`src/hdl/smm_ctrl_regs.svh`:
```
// offsets, field positions, reset values and fixed figures of the smm control block
`ifndef SMM_CTRL_REGS_SVH
`define SMM_CTRL_REGS_SVH

// i/o ports for index and data
`define IO_INDEX_PORT 16'h0022
`define IO_DATA_PORT 16'h0023

// configuration register indices
`define IDX_CONFIG_CONTROL_ONE 8'hC1
`define IDX_REGION4_HIGH 8'hCE
`define IDX_REGION4_LOW 8'hCF

// config_control_one fields
`define CCR_SMI_ENABLE_BIT 1
`define CCR_SMM_ACCESS_BIT 2
`define CCR_OVERLAP_BIT 3
`define CCR_REGION4_SMM_BIT 7
`define CCR_OVERLAP_MASK 8'h08
`define CCR_SETUP_MASK 8'h82

// region4_range_reg fields
`define RANGE_BASE_HI 15
`define RANGE_BASE_LO 4
`define RANGE_SIZE_HI 3
`define RANGE_SIZE_LO 0
`define RANGE_SIZE_MAX_CODE 4'hD
`define RANGE_MIN_BYTES 32'h0000_1000

// reset values
`define CONFIG_CONTROL_ONE_RESET 8'h00
`define REGION4_RANGE_RESET 16'h0000
`define IO_INDEX_RESET 8'h00

// header and entry figures
`define NEXT_IP_OFFSET 32'h0000_0014
`define ENTRY_EIP 32'h0000_0000
`define ADDR_LINE_TWENTY 20

`endif

```
`src/hdl/smm_ctrl_pkg.sv`:
```
// types shared by the smm control block
package smm_ctrl_pkg;

	typedef enum logic [3:0] {
		ST_IDLE = 4'b0001,
		ST_ENTRY = 4'b0010,
		ST_HANDLER = 4'b0100,
		ST_RESUME = 4'b1000
	} smm_state_t;

	typedef struct packed {
		logic valid;
		logic [31:0] addr;
		logic is_code;
		logic cs_prefix;
	} mem_req_t;

	typedef struct packed {
		logic load;
		logic [31:0] cs_base;
		logic [15:0] cs_selector;
		logic [31:0] cs_limit;
		logic [31:0] eip;
	} seg_load_t;

	typedef struct packed {
		logic load;
		logic [31:0] next_ip_addr;
		logic restore_cs;
		logic restore_eflags;
		logic restore_cr0;
		logic restore_dr7;
	} resume_load_t;

endpackage : smm_ctrl_pkg

```
`src/hdl/pin_sync.sv`:
```
// two-flop synchroniser for pin inputs
`timescale 1ns/1ps
module pin_sync #(
	parameter int WIDTH = 2,
	parameter logic [WIDTH-1:0] RESET_VAL = '1
) (
	// clock and reset
	input wire logic ref_clk,
	input wire logic rst_b,
	// pins in, synchronised out
	input wire logic [WIDTH-1:0] pin_in,
	output logic [WIDTH-1:0] pin_sync_out
);

	logic [WIDTH-1:0] stage_one_reg;

	always_ff @(posedge ref_clk) begin
		if (!rst_b) begin
			stage_one_reg <= RESET_VAL;
			pin_sync_out <= RESET_VAL;
		end else begin
			stage_one_reg <= pin_in;
			pin_sync_out <= stage_one_reg;
		end
	end

endmodule : pin_sync

```
`src/hdl/smm_control.sv`:
```
// system management mode control: config registers, strobe choice, entry and resume
// Operation
// - resume loads ip from the next-ip word at base plus size minus 14h.
// - resume restores only cs, next ip, eflags, cr0 and dr7.
// - during smi, overlap access set sends non-cs data accesses in smm space to normal strobe.
// - during smi, code fetches in smm space always use the smm strobe.
// - on entry cs base is region base, eip zero, cs limit region size minus one.
// - line twenty mask is ignored for every smm strobe access.
// - smm instructions allowed outside region when access enable set or smi active; code also needs cpl zero, and smi enable with a valid region for access enable.
// - handler is in progress exactly while the device drives the smi line low.
// - entry leaves nmi as only enabled interrupt, maskable interrupts off.
// - entry keeps the interrupt table definition, no reset to 0:0.
// - smm strobe accesses are never cached.
// - above 1m the cs selector keeps only 16 bits, base holds all.
// - smm instruction under wrong conditions raises undefined opcode.
// - cs limit is enforced and real-mode jumps leave it unchanged.
// - entry leaves the other segment limits untouched.
// - config bit 1 enables smi input, bit 7 makes region 4 smm space.
// - range register holds base above bit 3 and size in bits 3-0.
// - registers reached by index at port 22h and data at port 23h.
// - config bit 2 lets normal mode use smm strobe inside the region.
// - after recognising smi the line is held low until resume.
`timescale 1ns/1ps
`include "smm_ctrl_regs.svh"
module smm_control import smm_ctrl_pkg::*; (
	// clock and reset
	input wire logic ref_clk,
	input wire logic rst_b,
	// configuration i/o access
	input wire logic io_req,
	input wire logic io_write,
	input wire logic [15:0] io_port,
	input wire logic [7:0] io_wdata,
	output logic [7:0] io_rdata,
	output logic io_ack,
	// memory access request and bus strobes
	input wire mem_req_t mem_req,
	output logic smm_address_strobe_b,
	output logic normal_address_strobe_b,
	output logic [31:0] bus_addr,
	output logic cache_bypass,
	// pins from and to the chipset
	input wire logic gate_line_twenty_mask_b,
	input wire logic mgmt_interrupt_line_in_b,
	output logic mgmt_interrupt_line_out,
	output logic mgmt_interrupt_line_oe,
	// core state and instruction events
	input wire logic cpl_zero,
	input wire logic smm_instr_attempt,
	input wire logic resume_from_mgmt,
	input wire logic [31:0] eip_now,
	input wire logic eip_check,
	input wire logic limit_write,
	input wire logic limit_write_real_mode,
	input wire logic [31:0] limit_write_value,
	// results to the core
	output seg_load_t entry_load,
	output resume_load_t resume_load,
	output logic maskable_int_disable,
	output logic nmi_only_enable,
	output logic undefined_opcode,
	output logic cs_limit_fault,
	output logic smi_in_progress
);

	logic [7:0] io_index_reg;
	logic [7:0] config_control_one;
	logic [15:0] region4_range_reg;
	logic [31:0] cs_limit_reg;
	smm_state_t state_reg;
	smm_state_t state_next;
	logic [1:0] pins_synced;
	logic smi_pin_low;
	logic gate_mask_low;
	logic smi_enable;
	logic smm_access_enable;
	logic main_memory_overlap_access;
	logic region4_smm_select;
	logic [31:0] smm_region_base;
	logic [31:0] smm_region_bytes;
	logic region_valid;
	logic addr_hit;
	logic use_smm_strobe;
	logic instr_permitted;
	logic handler_active;
	logic smi_armed_reg;

	// size code to bytes: 1 is 4kb, doubling up to 16mb, 0 is no region
	function automatic logic [31:0] size_bytes(input logic [3:0] code);
		logic [3:0] capped;
		capped = (code > `RANGE_SIZE_MAX_CODE) ? `RANGE_SIZE_MAX_CODE : code;
		if (code == 4'h0) begin
			size_bytes = 32'h0000_0000;
		end else begin
			size_bytes = `RANGE_MIN_BYTES << (capped - 4'h1);
		end
	endfunction : size_bytes

	// address inside [base, base + size)
	function automatic logic in_region(input logic [31:0] addr, input logic [31:0] base,
		input logic [31:0] bytes);
		in_region = (bytes != 32'h0000_0000) && (addr >= base) && ((addr - base) < bytes);
	endfunction : in_region

	pin_sync #(
		.WIDTH(2),
		.RESET_VAL(2'b11)
	) u_pin_sync (
		.ref_clk(ref_clk),
		.rst_b(rst_b),
		.pin_in({mgmt_interrupt_line_in_b, gate_line_twenty_mask_b}),
		.pin_sync_out(pins_synced)
	);

	assign smi_pin_low = !pins_synced[1];
	assign gate_mask_low = !pins_synced[0];

	// configuration fields
	assign smi_enable = config_control_one[`CCR_SMI_ENABLE_BIT];
	assign region4_smm_select = config_control_one[`CCR_REGION4_SMM_BIT];
	assign smm_access_enable = config_control_one[`CCR_SMM_ACCESS_BIT];
	assign main_memory_overlap_access = config_control_one[`CCR_OVERLAP_BIT];
	assign smm_region_base = {8'h00, region4_range_reg[`RANGE_BASE_HI:`RANGE_BASE_LO], 12'h000};
	assign smm_region_bytes = size_bytes(region4_range_reg[`RANGE_SIZE_HI:`RANGE_SIZE_LO]);
	assign region_valid = region4_smm_select && (smm_region_bytes != 32'h0000_0000);

	// in progress exactly while the line is driven low
	assign handler_active = (state_reg == ST_ENTRY) || (state_reg == ST_HANDLER) || (state_reg == ST_RESUME);
	assign smi_in_progress = handler_active;

	// index register at 22h
	always_ff @(posedge ref_clk) begin
		if (!rst_b) begin
			io_index_reg <= `IO_INDEX_RESET;
		end else if (io_req && io_write && io_port == `IO_INDEX_PORT) begin
			io_index_reg <= io_wdata;
		end
	end

	// indexed data writes at 23h
	always_ff @(posedge ref_clk) begin
		if (!rst_b) begin
			config_control_one <= `CONFIG_CONTROL_ONE_RESET;
			region4_range_reg <= `REGION4_RANGE_RESET;
		end else if (io_req && io_write && io_port == `IO_DATA_PORT) begin
			case (io_index_reg)
				`IDX_CONFIG_CONTROL_ONE: begin
					config_control_one <= io_wdata;
				end
				`IDX_REGION4_HIGH: begin
					region4_range_reg[15:8] <= io_wdata;
				end
				`IDX_REGION4_LOW: begin
					region4_range_reg[7:0] <= io_wdata;
				end
				default: begin
					config_control_one <= config_control_one;
				end
			endcase
		end
	end

	// read data and acknowledge
	always_ff @(posedge ref_clk) begin
		if (!rst_b) begin
			io_rdata <= 8'h00;
			io_ack <= 1'b0;
		end else begin
			io_ack <= io_req && (io_port == `IO_INDEX_PORT || io_port == `IO_DATA_PORT);
			if (io_req && !io_write && io_port == `IO_DATA_PORT) begin
				case (io_index_reg)
					`IDX_CONFIG_CONTROL_ONE: begin
						io_rdata <= config_control_one;
					end
					`IDX_REGION4_HIGH: begin
						io_rdata <= region4_range_reg[15:8];
					end
					`IDX_REGION4_LOW: begin
						io_rdata <= region4_range_reg[7:0];
					end
					default: begin
						io_rdata <= 8'h00;
					end
				endcase
			end else if (io_req && !io_write && io_port == `IO_INDEX_PORT) begin
				io_rdata <= io_index_reg;
			end else begin
				io_rdata <= 8'h00;
			end
		end
	end

	// smi sequencing
	always_comb begin
		state_next = state_reg;
		case (state_reg)
			ST_IDLE: begin
				if (smi_enable && smi_pin_low && region_valid && smi_armed_reg) begin
					state_next = ST_ENTRY;
				end
			end
			ST_ENTRY: begin
				state_next = ST_HANDLER;
			end
			ST_HANDLER: begin
				if (resume_from_mgmt) begin
					state_next = ST_RESUME;
				end
			end
			ST_RESUME: begin
				state_next = ST_IDLE;
			end
			default: begin
				state_next = ST_IDLE;
			end
		endcase
	end

	always_ff @(posedge ref_clk) begin
		if (!rst_b) begin
			state_reg <= ST_IDLE;
		end else begin
			state_reg <= state_next;
		end
	end

	// own low drive lingers in the synchroniser after release; wait for a high level first
	always_ff @(posedge ref_clk) begin
		if (!rst_b) begin
			smi_armed_reg <= 1'b0;
		end else if (state_next == ST_ENTRY && state_reg == ST_IDLE) begin
			smi_armed_reg <= 1'b0;
		end else if (!smi_pin_low) begin
			smi_armed_reg <= 1'b1;
		end
	end

	// line driven low from recognition until resume has run
	always_ff @(posedge ref_clk) begin
		if (!rst_b) begin
			mgmt_interrupt_line_oe <= 1'b0;
			mgmt_interrupt_line_out <= 1'b1;
		end else begin
			mgmt_interrupt_line_oe <= (state_next != ST_IDLE);
			mgmt_interrupt_line_out <= (state_next == ST_IDLE);
		end
	end

	// segment state on entry; other segment limits and the idt are not touched
	always_ff @(posedge ref_clk) begin
		if (!rst_b) begin
			entry_load <= '0;
		end else begin
			entry_load.load <= (state_next == ST_ENTRY) && (state_reg == ST_IDLE);
			if (state_next == ST_ENTRY && state_reg == ST_IDLE) begin
				entry_load.cs_base <= smm_region_base;
				entry_load.eip <= `ENTRY_EIP;
				entry_load.cs_limit <= smm_region_bytes - 32'h0000_0001;
				entry_load.cs_selector <= smm_region_base[19:4];
			end
		end
	end

	// interrupt enables at entry; nmi blocking during the handler is external
	always_ff @(posedge ref_clk) begin
		if (!rst_b) begin
			maskable_int_disable <= 1'b0;
			nmi_only_enable <= 1'b0;
		end else begin
			maskable_int_disable <= (state_next == ST_ENTRY) && (state_reg == ST_IDLE);
			nmi_only_enable <= (state_next == ST_ENTRY) && (state_reg == ST_IDLE);
		end
	end

	// resume: next ip from the header, only the five saved registers
	always_ff @(posedge ref_clk) begin
		if (!rst_b) begin
			resume_load <= '0;
		end else begin
			resume_load.load <= (state_next == ST_RESUME) && (state_reg == ST_HANDLER);
			resume_load.restore_cs <= (state_next == ST_RESUME) && (state_reg == ST_HANDLER);
			resume_load.restore_eflags <= (state_next == ST_RESUME) && (state_reg == ST_HANDLER);
			resume_load.restore_cr0 <= (state_next == ST_RESUME) && (state_reg == ST_HANDLER);
			resume_load.restore_dr7 <= (state_next == ST_RESUME) && (state_reg == ST_HANDLER);
			if (state_next == ST_RESUME && state_reg == ST_HANDLER) begin
				resume_load.next_ip_addr <= smm_region_base + smm_region_bytes - `NEXT_IP_OFFSET;
			end
		end
	end

	// cs limit: set at entry, changed only by non-real-mode loads
	always_ff @(posedge ref_clk) begin
		if (!rst_b) begin
			cs_limit_reg <= 32'hFFFF_FFFF;
		end else if (state_next == ST_ENTRY && state_reg == ST_IDLE) begin
			cs_limit_reg <= smm_region_bytes - 32'h0000_0001;
		end else if (limit_write && !limit_write_real_mode) begin
			cs_limit_reg <= limit_write_value;
		end
	end

	always_ff @(posedge ref_clk) begin
		if (!rst_b) begin
			cs_limit_fault <= 1'b0;
		end else begin
			cs_limit_fault <= eip_check && handler_active && (eip_now > cs_limit_reg);
		end
	end

	// smm instruction permission
	assign instr_permitted = cpl_zero && (handler_active || (smm_access_enable && smi_enable && region_valid));

	always_ff @(posedge ref_clk) begin
		if (!rst_b) begin
			undefined_opcode <= 1'b0;
		end else begin
			undefined_opcode <= smm_instr_attempt && !instr_permitted;
		end
	end

	// strobe selection
	assign addr_hit = region_valid && in_region(mem_req.addr, smm_region_base, smm_region_bytes);

	always_comb begin
		use_smm_strobe = 1'b0;
		if (addr_hit) begin
			if (handler_active) begin
				if (mem_req.is_code || mem_req.cs_prefix) begin
					use_smm_strobe = 1'b1;
				end else begin
					use_smm_strobe = !main_memory_overlap_access;
				end
			end else begin
				use_smm_strobe = smm_access_enable;
			end
		end
	end

	// one strobe per request, smm accesses uncached and unmasked
	always_ff @(posedge ref_clk) begin
		if (!rst_b) begin
			smm_address_strobe_b <= 1'b1;
			normal_address_strobe_b <= 1'b1;
			cache_bypass <= 1'b0;
			bus_addr <= 32'h0000_0000;
		end else begin
			smm_address_strobe_b <= !(mem_req.valid && use_smm_strobe);
			normal_address_strobe_b <= !(mem_req.valid && !use_smm_strobe);
			cache_bypass <= mem_req.valid && use_smm_strobe;
			if (mem_req.valid) begin
				bus_addr <= mem_req.addr;
				if (!use_smm_strobe && gate_mask_low) begin
					bus_addr[`ADDR_LINE_TWENTY] <= 1'b0;
				end else begin
					bus_addr[`ADDR_LINE_TWENTY] <= mem_req.addr[`ADDR_LINE_TWENTY];
				end
			end
		end
	end

endmodule : smm_control

```
`config.mk`:
```
export PLATFORM = sky130hd
export DESIGN_NAME = smm_control
export DESIGN_NICKNAME = d
export VERILOG_FILES = /design/src/hdl/smm_ctrl_pkg.sv /design/src/hdl/pin_sync.sv /design/src/hdl/smm_control.sv
export VERILOG_INCLUDE_DIRS = /design/src /design/src/hdl
export SDC_FILE = /design/constraint.sdc
export NUM_CORES = 1
export LEC_CHECK = 0
export BUFFER_PORTS_ARGS = -buffer_cell sky130_fd_sc_hd__buf_2
export CAP_MARGIN = 0
export CORE_MARGIN = 8
export CORE_UTILIZATION = 45
export DETAILED_ROUTE_END_ITERATION = 8
export MAX_ROUTING_LAYER = met4
export PLACE_DENSITY = 0.69
export SYNTH_ARGS = -nofsm -noshare
export SYNTH_HDL_FRONTEND = slang
export SYNTH_HIERARCHICAL = 1
export SYNTH_SLANG_ARGS = --single-unit
```
`constraint.sdc`:
```
create_clock -name ref_clk -period 5.4 [get_ports ref_clk]
set_input_delay 1.08 -clock ref_clk [delete_from_list [all_inputs] [get_ports ref_clk]]
set_output_delay 1.08 -clock ref_clk [all_outputs]
set_load 0.005 [all_outputs]
```
==> reports/results.ini <==
[drt]
drt_iter0_drc=568
routedWlPerCell_um=16.2
remaining_drc_errors=0
routed_wl_um=28800
viasPerCell=5.04
drtPass1Iterations=5
vias=8950
final_antenna_net_count=0

[synth]
synthDistinctLibCells=64
synth_ff_type=dfxtp_1
ys_ff_latch=177
synthTopCellsByArea=dfxtp_1 34%, ha_1 11%, buf_4 7.0%, mux2i_1 6.5%, nor2_1 5.3%
synth_commonest_cells=177 x dfxtp_1, 145 x nor2_1, 136 x nand2_1, 96 x buf_4, 94 x ha_1
seq_area_frac_synth=0.344
syn_inst=1254
async_reset_ff_frac=0
yosysMostFrequentCell=dfxtp_1
syn_area_mm2=0.0103
yosys_warnings=6
syn_area_per_cell_um2=8.22
synth_enable_flop_cells=0
yosysTopAreaCellShare=0.344
synth_largest_area_cell=dfxtp_1

[floorplanning]
ios=336
die_h_um=167
dieArea_mm2=0.0280
rows=55
dieWidth_um=167
core_mm2=0.0226
start_util=0.457

[sta]
fin_hold_ws_ns=0.413
fin_skew_ns=0.0124
finalHoldViolCount=0
fin_tns_setup_ns=0
max_freq_mhz=215
setup_violations=0
rsz0062_at_grt=false
fin_crit_sh=0.861
slew_headroom=0.281
layout_min_cycle_time_ns=4.65
slew_violations=0
tightest_slew_ns=1.08

[final_layout]
fin_util=0.533
num_antenna_cells=0
finalNetCount=1710
largest_register_ffs=33
area_delta_synth_final_pct=16.6
final_layout_size_suffix_gt1_frac=0.216

[global_route]
globalRouteTotalUtil=0.204
grt_pass1_wl_um=45600
grt_antenna_before_repair=0
first_global_vias=8636
grt_max_degree=80
overflow=0

[setup_path]
ff2ff_path_depth=18
criticalPathCategory=input pin to flip-flop
r2r-start=region4_range_reg[5]
start_kind=input pin
crit_arrival_ns=4.97
r2r-end=smm_address_strobe_b
required_ns=5.71
endpoint=smm_address_strobe_b
cp-end-kind=flip-flop
crit_fanout=4
reg2reg_setup_slack_ns=1.01
startpoint=mem_req[14]

[worst_hold_path]
hold_path.class=flip-flop to flip-flop
hold_depth=1

[placement]
detailed_place_hpwl_um=22500
routabilityCongestion=0.870
portBuffers=272

[clocking]
clock_path_buffers=2
cts_hold_buf=0
clk_latency_ns=0.43
cts_tree=done
clkTransAtPathRegs_ns=0.06
clkSinkCount=177
postCtsSetupBuffers=0
cts-htree-levels=4
post_cts_resized=0
clk_root_buffer_cell=clkbuf_16
numCtsBuffers=17

[run]
max-cap-violations=0

[pwr]
ir_drop_v=0.000181
p_per_area_mw_per_mm2=242
cellLeakagePower_uw=0.00615

[status]
status=finished clean

-- how the worst min path moves through the flow --
stage | from | endpoint | slack, ns
after global routing | u_pin_sync/stage_one_reg[0] | u_pin_sync/pin_sync_out[0] | 0.42
after detailed placement | u_pin_sync/stage_one_reg[0] | u_pin_sync/pin_sync_out[0] | 0.39
after global placement | u_pin_sync/stage_one_reg[0] | u_pin_sync/pin_sync_out[0] | 0.39
after CTS | u_pin_sync/stage_one_reg[0] | u_pin_sync/pin_sync_out[0] | 0.41
final | u_pin_sync/stage_one_reg[0] | u_pin_sync/pin_sync_out[0] | 0.41
after floorplan | u_pin_sync/stage_one_reg[0] | u_pin_sync/pin_sync_out[0] | 0.39
-- layer usage --
metal | wire length (um) | up-vias | GRT usage
met1 | 13200 | 4084 | 0.254
met5 | 0 | - | -
met2 | 13500 | 290 | 0.331
met3 | 1800 | 24 | 0.0484
li1 | - | 4552 | -
met4 | 395 | 0 | 0.0481
-- power by group --
group / leakage (uW) / internal [uW] / switching, uW
registers: 0.00144 / 1340 / 11.6
logic: 0.00442 / 142 / 181
clock network: 0.000286 / 666 / 580
-- worst max-delay path, stage by stage --
cell and delay (ns):
buf_2 0.10, inv_1 0.06, ha_1 0.16, inv_1 0.05, fa_1 0.40, a21oi_1 0.25, o22a_1 0.21, a21oi_1 0.11
a21o_1 0.19, a21oi_1 0.22, xnor2_1 0.17, ha_1 0.26, and3_1 0.20, and2_0 0.15, o41ai_1 0.38, o211a_1 0.22
o2111ai_1 0.12, nor4_2 0.17, o211ai_1 0.19, or2_1 0.25
-- cells by family after synthesis --
| kind of cell | Yosys count | share of synthesized area |
|---|---|---|
| flops | 177 | 0.344 |
| fa+ha+maj | 96 | 0.118 |
| xor+xnor | 25 | 0.0212 |
| mux | 67 | 0.0651 |
| other cells | 2 | 0.000729 |
| simple gates | 397 | 0.172 |
| compound gates | 255 | 0.157 |
| buf+inv | 235 | 0.122 |
-- stage by stage --
step | cell area, um^2 | total power, uW | std cells | setup WS (ns)
floorplan | 10600 | 1610 | 1333 | 0.907
global placement | 11400 | 1690 | 1745 | 0.536
detailed placement | 11400 | 1700 | 1745 | 0.341
CTS | 12000 | 2940 | 1776 | 0.775
global route | 12000 | 3050 | 1776 | 0.421
finish | 12000 | 2920 | 1776 | 0.748
-- placed cells by master, fill, tap and decap left out, types with 15 or more instances in the layout --
| cell | instances |
|---|---|
| a21oi_1 | 66 |
| buf_2 | 272 |
| clkbuf_16 | 17 |
| ha_1 | 94 |
| o211ai_1 | 29 |
| xnor2_1 | 17 |
| conb_1 | 81 |
| a21o_1 | 26 |
| inv_1 | 84 |
| nand3_1 | 21 |
| nand2_1 | 136 |
| o21ai_0 | 57 |
| nor2b_1 | 15 |
| mux2i_1 | 67 |
| dfxtp_1 | 177 |
| nor2_1 | 145 |
-- final cells by class --
class	count	area (um^2)
multi-input cells	921	5820
well taps	285	357
fillers	2204	10600
clock buffers	18	439
flip-flops and latches	177	3540
clock inverters	13	145
inverters	85	322
repair buffers	277	1400
(Power assumes the default switching activity.)
